$ cat src/verilog/sarp_pkg.sv
package sarp_pkg;
   localparam int          CLK_PERIOD_NS    = 100;
   localparam int          CONV_TIME_NS     = 650;
   // longest time rounds down
   localparam int          CONV_CYCLES      = CONV_TIME_NS / CLK_PERIOD_NS;
   localparam int          RESUME_TIME_NS   = 20;
   localparam int          RESUME_CYCLES    = (RESUME_TIME_NS / CLK_PERIOD_NS) < 1 ? 1 :
                                              RESUME_TIME_NS / CLK_PERIOD_NS;
   localparam int          ABORT_TIME_NS    = 50;
   localparam int          SELF_RST_CYCLES  = 1;
   localparam int          POR_CYCLES       = 4;
   localparam int          CNT_W            = 4;
   localparam logic [15:0] RESULT_RESET     = 16'h0000;
   localparam logic [7:0]  LOW_BYTE_FILL    = 8'hFF;

   typedef enum logic [1:0] {
      SARP_RESET  = 2'b00,
      SARP_SAMPLE = 2'b01,
      SARP_HOLD   = 2'b10,
      SARP_CONV   = 2'b11
   } sarp_state_t;
endpackage : sarp_pkg

$ cat src/verilog/sarp_sync.sv
`timescale 1ns/1ps
module sarp_sync #(
   parameter int W = 1
) (
   input  wire logic         ref_clk_i,
   input  wire logic         rst_i,
   input  wire logic [W-1:0] d_i,
   input  wire logic [W-1:0] rst_val_i,
   output logic      [W-1:0] q_o
);
   logic [W-1:0] stage1;

   // reset loads all ones at each instance; rst_val_i is not used
   always_ff @(posedge ref_clk_i or posedge rst_i) begin
      if (rst_i) begin
         stage1 <= '1;
         q_o    <= '1;
      end else begin
         stage1 <= d_i;
         q_o    <= stage1;
      end
   end
endmodule : sarp_sync

$ cat src/verilog/sarp_adc_readout.sv
`timescale 1ns/1ps
module sarp_adc_readout
   import sarp_pkg::*;
#(
   parameter int CONV_CNT = CONV_CYCLES
) (
   // clock and system reset
   input  wire logic        ref_clk_i,
   input  wire logic        rst_i,
   // host pins
   input  wire logic        reset_pin_n_i,
   input  wire logic        convert_start_n_i,
   input  wire logic        chip_sel_n_i,
   input  wire logic        out_en_n_i,
   input  wire logic        byte_sel_i,
   // converter core
   input  wire logic [15:0] sample_code_i,
   output logic             hold_o,
   // status and bus
   output logic             busy_o,
   output logic [15:0]      data_pins_o,
   output logic [15:0]      data_pins_oe_o
);
   logic [4:0]  pins_s;
   logic        reset_n_s, conv_n_s, cs_n_s, rd_n_s, byte_s;
   logic        conv_n_d, cs_n_d;
   logic        conv_fall, cs_fall;
   sarp_state_t state;
   logic [CNT_W-1:0] cnt;
   logic [CNT_W-1:0] por_cnt;
   logic        por_done;
   logic        self_rst;
   logic        in_reset;
   logic [15:0] result;
   logic        first_sample;

   // pins pass two flops before use
   sarp_sync #(.W(5)) u_sync (
      .ref_clk_i (ref_clk_i),
      .rst_i     (rst_i),
      .d_i       ({reset_pin_n_i, convert_start_n_i, chip_sel_n_i, out_en_n_i, ~byte_sel_i}),
      .rst_val_i (5'h1F),
      .q_o       (pins_s)
   );
   assign reset_n_s = pins_s[4];
   assign conv_n_s  = pins_s[3];
   assign cs_n_s    = pins_s[2];
   assign rd_n_s    = pins_s[1];
   assign byte_s    = ~pins_s[0];

   always_ff @(posedge ref_clk_i or posedge rst_i) begin
      if (rst_i) begin
         conv_n_d <= 1'b1;
         cs_n_d   <= 1'b1;
      end else begin
         conv_n_d <= conv_n_s;
         cs_n_d   <= cs_n_s;
      end
   end
   assign conv_fall = conv_n_d & ~conv_n_s;
   assign cs_fall   = cs_n_d & ~cs_n_s;

   // internal power-on reset stretch
   always_ff @(posedge ref_clk_i or posedge rst_i) begin
      if (rst_i) begin
         por_cnt  <= '0;
         por_done <= 1'b0;
      end else if (!por_done) begin
         por_cnt  <= por_cnt + 1'b1;
         por_done <= (por_cnt == CNT_W'(POR_CYCLES - 1));
      end
   end

   // self-clearing abort, needs no release from host
   always_ff @(posedge ref_clk_i or posedge rst_i) begin
      if (rst_i) begin
         self_rst <= 1'b0;
      end else begin
         self_rst <= (state == SARP_CONV) &&
                     ((conv_fall && !cs_n_s) || cs_fall);
      end
   end

   // pin reset works regardless of select; two-flop sync delay (200 ns) exceeds ABORT_TIME_NS
   assign in_reset = !reset_n_s || !por_done || self_rst;

   // conversion sequencer on internal clock only
   always_ff @(posedge ref_clk_i or posedge rst_i) begin
      if (rst_i) begin
         state        <= SARP_RESET;
         cnt          <= '0;
         first_sample <= 1'b1;
      end else if (in_reset) begin
         state        <= SARP_RESET;
         cnt          <= '0;
         first_sample <= 1'b1;
      end else begin
         unique case (state)
            SARP_RESET: begin
               cnt <= cnt + 1'b1;
               if (cnt == CNT_W'(RESUME_CYCLES - 1)) begin
                  state <= SARP_SAMPLE;
                  cnt   <= '0;
               end
            end
            SARP_SAMPLE: begin
               if (conv_fall && !cs_n_s) begin
                  state        <= SARP_CONV;
                  first_sample <= 1'b0;
                  cnt          <= '0;
               end
            end
            SARP_CONV: begin
               cnt <= cnt + 1'b1;
               if (cnt == CNT_W'(CONV_CNT - 1)) begin
                  state <= cs_n_s ? SARP_HOLD : SARP_SAMPLE;
                  cnt   <= '0;
               end
            end
            SARP_HOLD: begin
               // sampling waits for select fall when busy already low
               if (!cs_n_s) begin
                  state <= SARP_SAMPLE;
               end
            end
         endcase
      end
   end

   // result latch: latest completed conversion
   always_ff @(posedge ref_clk_i or posedge rst_i) begin
      if (rst_i) begin
         result <= RESULT_RESET;
      end else if (in_reset) begin
         result <= RESULT_RESET;
      end else if (state == SARP_CONV && cnt == CNT_W'(CONV_CNT - 1)) begin
         result <= sample_code_i;
      end
   end

   always_ff @(posedge ref_clk_i or posedge rst_i) begin
      if (rst_i) begin
         busy_o <= 1'b0;
         hold_o <= 1'b0;
      end else begin
         busy_o <= !in_reset && ((state == SARP_SAMPLE && conv_fall && !cs_n_s) ||
                   (state == SARP_CONV && cnt != CNT_W'(CONV_CNT - 1)));
         hold_o <= !in_reset && ((state == SARP_SAMPLE && conv_fall && !cs_n_s) ||
                   (state == SARP_CONV && cnt != CNT_W'(CONV_CNT - 1)));
      end
   end

   // bus output, byte select works with enable held or toggled
   always_ff @(posedge ref_clk_i or posedge rst_i) begin
      if (rst_i) begin
         data_pins_o    <= RESULT_RESET;
         data_pins_oe_o <= 16'h0000;
      end else begin
         data_pins_oe_o <= (!cs_n_s && !rd_n_s) ? 16'hFFFF : 16'h0000;
         if (byte_s) begin
            data_pins_o <= {result[7:0], LOW_BYTE_FILL};
         end else begin
            data_pins_o <= result;
         end
      end
   end
endmodule : sarp_adc_readout

$ cat config.mk
export PLATFORM = sky130hd
export DESIGN_NAME = sarp_adc_readout
export DESIGN_NICKNAME = d
export VERILOG_FILES = /design/src/verilog/sarp_pkg.sv /design/src/verilog/sarp_sync.sv /design/src/verilog/sarp_adc_readout.sv
export SDC_FILE = /design/constraint.sdc
export NUM_CORES = 1
export LEC_CHECK = 0
export BUFFER_PORTS_ARGS = -buffer_cell sky130_fd_sc_hd__buf_2
export CAP_MARGIN = 20
export CORE_MARGIN = 2
export CORE_UTILIZATION = 57
export DETAILED_ROUTE_END_ITERATION = 10
export GPL_TIMING_DRIVEN = 0
export PLACE_DENSITY_LB_ADDON = 0.2
export SLEW_MARGIN = 20
export SYNTH_ARGS = -nofsm -noshare
export SYNTH_HDL_FRONTEND = slang
export SYNTH_SLANG_ARGS = --single-unit
$ cat constraint.sdc
create_clock -name ref_clk_i -period 2.9 [get_ports ref_clk_i]
set_clock_uncertainty 0.1 [all_clocks]
set_input_delay 0.29 -clock ref_clk_i [delete_from_list [all_inputs] [get_ports ref_clk_i]]
set_output_delay 0.29 -clock ref_clk_i [all_outputs]
set_load 0.01 [all_outputs]
---- Word level (Yosys, flattened, before mapping) ----
Index checks and enable logic that the tools add are counted.
word-level totals
  bits in read-only memories .............. 0
  bits in latches ......................... 0
  word-level logic and storage cells ...... 70
  RAM bits ................................ 0
  memories kept ........................... 0
  register bits ........................... 73
  input port bits ......................... 23
operators by class
  bitwise operators ....................... 5
  multiplexer cells ....................... 17
  reduce and logical (&&, ||, !) cells .... 23
  multipliers ............................. 0
  shifts and indexed selects .............. 0
  div/mod/pow operators ................... 0
  order comparisons ....................... 0
  $add $sub $neg .......................... 2
  eq/ne operators ......................... 10
operators by type and width
  cell                                                   count
  two-way mux 16 bit                                     4
  two-way mux 4 bit                                      4
  two-way mux 2 bit                                      6
  case mux 4 bit (3 select lines)                        1
  inequality test 3 bit, second input constant           3
  adder 4 x 1 -> 4 bit, second input constant            2
  logical AND 1 bit                                      8
  case mux 2 bit (4 select lines)                        1
  zero test 1 bit                                        5
  equality test 2 bit, second input constant             2
  equality test 4 x 2 -> 1 bit, second input constant    1
  equality test 4 x 3 -> 1 bit, second input constant    1
  zero test 4 bit                                        1
  logical OR 1 bit                                       4
  inequality test 4 x 3 -> 1 bit, second input constant  1
  AND reduction 4 bit                                    1
  nonzero test 4 bit                                     1
  inequality test 3 x 2 -> 1 bit, second input constant  1
  NOT 1 bit                                              3
  bitwise AND 1 bit                                      2
  equality test 2 x 1 -> 1 bit, second input constant    1
  zero test 2 bit                                        1
  AND reduction 2 bit                                    1
  nonzero test 2 bit                                     1
  two-way mux 1 bit                                      1

---- Depth between registers and ports, before layout ----
  word-level depth ........................ 6
  gate-level depth with buffers ........... 8
  gate-level depth less buffers ........... 6

---- By module ----
From an unflattened synthesis, not the netlist that was laid out.
second synthesis, totals
  cells, all modules ...................... 206
  area, all modules ....................... 2393.5 um^2
by module, submodules not included
  module            area each (um^2)  cells each  instances  seq. area each (um^2)
  sarp_adc_readout  2127.0            195         1          1203.7
  sarp_sync         266.5             11          1          262.8

---- Worst setup path after synthesis ----
OpenSTA, ideal clock, no wires.
  path type ............................... flip-flop to flip-flop
  start ................................... reg cnt[1]
  end ..................................... reg result[0]
  stages on the path, launching flop included .. 9
  library setup time ...................... 136 ps
  clock period less this slack ............ 1570 ps
  path slack .............................. 1330 ps
  arrival ................................. 1334 ps
  cell sequence ........................... dfrtp_1 -> inv_1 -> ha_1 -> nand3b_4 -> or2_1 -> buf_6 -> buf_6 -> nand2_1 -> a21oi_1
on the way
  word-level cells in the longest chain between the ends .. 3
ends and longest elaborated chain
  element                       RTL line                 text
  start, declared               sarp_adc_readout.sv:29   logic [CNT_W-1:0] cnt;
  start signal, assigned        sarp_adc_readout.sv:100  cnt <= cnt + 1'b1;
  start signal, assigned        sarp_adc_readout.sv:114  cnt <= cnt + 1'b1;
  equality test 4 x 3 -> 1 bit  sarp_adc_readout.sv:136  end else if (state == SARP_CONV && cnt == CNT_W'(CONV_CNT - 1)) begin
  logical AND 1 bit             sarp_adc_readout.sv:136
  nonzero test 2 bit (no line)  --
  end signal, assigned          sarp_adc_readout.sv:137  result <= sample_code_i;
  end, declared                 sarp_adc_readout.sv:34   logic [15:0] result;
No other way between the ends.
A chain may end at the register's enable or synchronous reset.

---- Worst setup path after layout ----
  start ................................... reg cnt[0]
  end ..................................... reg cnt[3]
on the way
  word-level cells in the longest chain between the ends .. 4
  elaborated cells on any way between the ends .. 7
ends and longest elaborated chain
  element                                       RTL line                                          text
  adder 4 x 1 -> 4 bit (tied with other cells)  sarp_adc_readout.sv:100, sarp_adc_readout.sv:114
  two-way mux 4 bit, on equally long branches   sarp_adc_readout.sv:115, sarp_adc_readout.sv:101
  case mux 4 bit (3 select lines) (*)           sarp_adc_readout.sv:98                            unique case (state)
  two-way mux 4 bit (*)                         sarp_adc_readout.sv:93                            end else if (in_reset) begin
Every way passes the cells marked *; elsewhere a longest branch is shown, timed or not.

==> summary.md <==
| Metric | Value |
|---|---|
| Total gr overflow | `0` |
| Drt drc | `0` |
| Latest clock arrival within the worst-skew pair | `0.33 ns` |
| Commonest non-fill, non-tap cell in the layout | `buf_2` |
| Antenna violations before repair | `0` |
| I/O Pins | `57` |
| Initial Util | `roughly three fifths` |
| Final ANT Viol Nets | `0` |
| Gr usage total | `around a fifth` |
| First-pass GRT wire length | `slightly below 7000 um` |
| Final Instance Area | `0.00303 mm2` |
| Vias in the first global route | `around 1600` |
| Worst Setup SP | `cnt[0]` |
| Mapped Nets | `about 230` |
| Post-synth EDFFs | `0` |
| Drt initial violations | `just under 90` |
| Die W | `between 60 and 70 um` |
| Die area | `0.00474 mm2` |
| Via/cell ratio | `4.98` |
| Count of cell types in the netlist | `33` |
| Post-synthesis cell count | `205` |
| Share of layout cells above drive strength 1 | `between 40% and 50%` |
| Average wire per standard cell | `around 13 um` |
| Final core occ | `about three quarters` |
| Number of post-CTS setup repair buffers | `0` |
| CP arrival | `roughly 2.0 ns` |
| Number of buffers created by CTS | `9` |
| Die height | `slightly below 70 um` |
| Fill count | `277` |
| Crit-path max FO | `5` |
| Mapped Area | `between 0.002 and 0.0025 mm2` |
| H-tree levels | `3` |
| R2r endpoint | `cnt[3]` |
| TritonCTS clock tree | `built` |
| Status | `complete, no violations` |
| ANT cells | `0` |
| Deepest clock path buffer count | `2` |
| Syn avg cell area | `around 12 um2` |
| Routability congestion estimate | `between 0.7 and 0.8` |
| Data required, critical path | `3.04 ns` |
| Leak | `1.53 nW` |
| Worst path slowest cell | `dfrtp_1` |
| VDD IR max | `approximately 0.52 mV` |
| Worst r2r src | `cnt[0]` |
| Slew margin rel. | `between 50% and 60%` |
| Clock-pin slew on the worst setup and hold paths | `about 0.07 ns` |
| Power after layout | `around 1.8 mW` |
| Async set-reset flop share out of synthesis | `100%` |
| Largest net degree at the start of global routing | `between 50 and 60` |
| Worst reg2reg setup slack | `around 1.1 ns` |
| Drt total wl | `approximately 4300 um` |
| Hold crit path type | `primary input to flop` |
| Placed Area | `between 0.002 and 0.003 mm2` |
| Root Driver | `clkbuf_8` |
| Top FF cell, synth | `dfrtp_1` |
| Synthesis-to-finish area growth | `26.4%` |
| Row cnt | `23` |
| Sequential area share after synthesis | `between 60% and 70%` |
| RSZ-0062 raised after global routing | `false` |
| Yosys warns | `0` |
| TritonRoute pass-1 iters | `4` |
| Via Count | `~1700` |
| Post-detail-place hpwl | `2840 um` |
| Maxcap violations | `0` |
| Fin crit share | `62.4%` |
| Power density over the cells | `just over 600 mW/mm2` |
| Final hold vios | `0` |
| CP endpoint kind | `flop` |
| Critical path class | `flop to flop` |
| # clock sinks | `58` |
| Worst R2R Path Depth | `5` |
| Worst setup path endpoint | `cnt[3]` |
| Final min period | `around 1.8 ns` |
| Yosys reg bits | `58` |
| F_max | `~550 MHz` |
| Placeable core area | `approximately 0.004 mm2` |
| Fin nets | `between 300 and 400` |
| Number of I/O port buffers | `between 50 and 60` |
| Worst path max stage delay | `0.43 ns` |
| Worst slew pin tran | `between 0.6 and 0.7 ns` |
| Hold_ws | `between 0.08 and 0.09 ns` |
| Setup tns final | `0 ns` |
| Setup-failing EPs final | `0` |
| Crit start category | `flop` |
| Most frequent cells in the layout | `58 x buf_2, 46 x dfrtp_1, 37 x nand2_1` |
| CP Cell Sequence | `ha_1 > and4b_1 > nor3_2 > nand3_1 > a31oi_1` |
| Max-slew violation count | `0` |
-- state kept, by name, indices dropped and copies added, names as in the netlist, 2 cells and up --
signal	count
data_pins_o	16
cnt	4
u_sync.stage1	5
result	16
state	2
por_cnt	4
u_sync.q_o	5
-- worst max-delay path: cells and delay by family, from the launching register on --
family | cells | cell delay, ns
AND/OR/NAND/NOR | 3 | 0.72
AO/OA/AOI/OAI | 1 | 0.22
flip-flops | 1 | 0.43
adder cells (fa/ha/maj) | 1 | 0.26
-- stage by stage --
step / cells / worst slack (ns)
floorplan: 205 / 1.10
CTS: 333 / 1.08
global route: 333 / 0.975
finish: 333 / 1.09
global placement: 311 / 0.471
detailed placement: 311 / 1.13
-- per-layer routing --
layer | routed length [um] | GRT usage [%]
met2 | 2100 | 32.7
met3 | 253 | 5.36
met1 | 1900 | 26.1
met4 | 95 | 12.5
met5 | 0 | 0
-- cells by family (layout without fill, tap and decap cells) --
kind of cell | after synthesis | in the layout | synth area share [%]
AOI/OAI and AO/OA | 28 | 28 | 6.26
xor gates and xnor gates | 4 | 4 | 1.46
adders and majority gates | 4 | 4 | 2.09
buffers and inverters | 30 | 108 | 8.24
DFF | 58 | 58 | 61.1
muxes | 9 | 9 | 4.23
and+or+nand+nor | 72 | 72 | 16.6
-- where the power goes --
part / internal [mW] / total (mW) / switching, mW
sequential: 0.836 / 0.849 / 0.0131
combinational: 0.0685 / 0.152 / 0.0835
clock: 0.531 / 0.836 / 0.305
total: 1.44 / 1.84 / 0.402
-- Yosys cell counts (3+ instances only) --
master / n / share of area (%)
a21oi_1: 24 / 5.0
buf_4: 18 / 5.6
clkbuf_1: 3 / 0.47
dfrtp_1: 46 / 48
dfstp_2: 12 / 13
ha_1: 4 / 2.1
inv_1: 5 / 0.78
mux2_2: 9 / 4.2
nand2_1: 37 / 5.8
nand2b_1: 9 / 2.3
nand3_1: 5 / 1.0
nor2_1: 4 / 0.63
xnor2_1: 4 / 1.5
-- worst min path at each step --
| stage | from | to | slack (ns) | cells past startpoint |
|---|---|---|---|---|
| floorplan | out_en_n_i | u_sync.stage1[1] | 0.19 | 0 |
| global placement | u_sync.stage1[2] | u_sync.q_o[2] | 0.25 | 0 |
| detailed placement | u_sync.stage1[4] | u_sync.q_o[4] | 0.25 | 0 |
| CTS | sample_code_i[4] | result[4] | 0.07 | 3 |
| global route | sample_code_i[4] | result[4] | 0.07 | 3 |
| finish | sample_code_i[4] | result[4] | 0.08 | 3 |
-- cell type report --
class	instances	area [um2]	share of cell area, %
inverter	5	21.3	0.701
multi-input combinational	117	734	24.2
buffer	25	179	5.90
clock buffer	12	155	5.12
timing repair buffer	62	340	11.2
tap	50	62.6	2.06
clock inverter	4	73.8	2.43
sequential	58	1470	48.3
-- what timing repair did --
item | 4_1_cts | 5_1_grt
hold buffers | 6 | 0
resized for setup | 0 | 0
hold endpoints to repair | 50 | 0
Power figures use the tool's default switching activity.
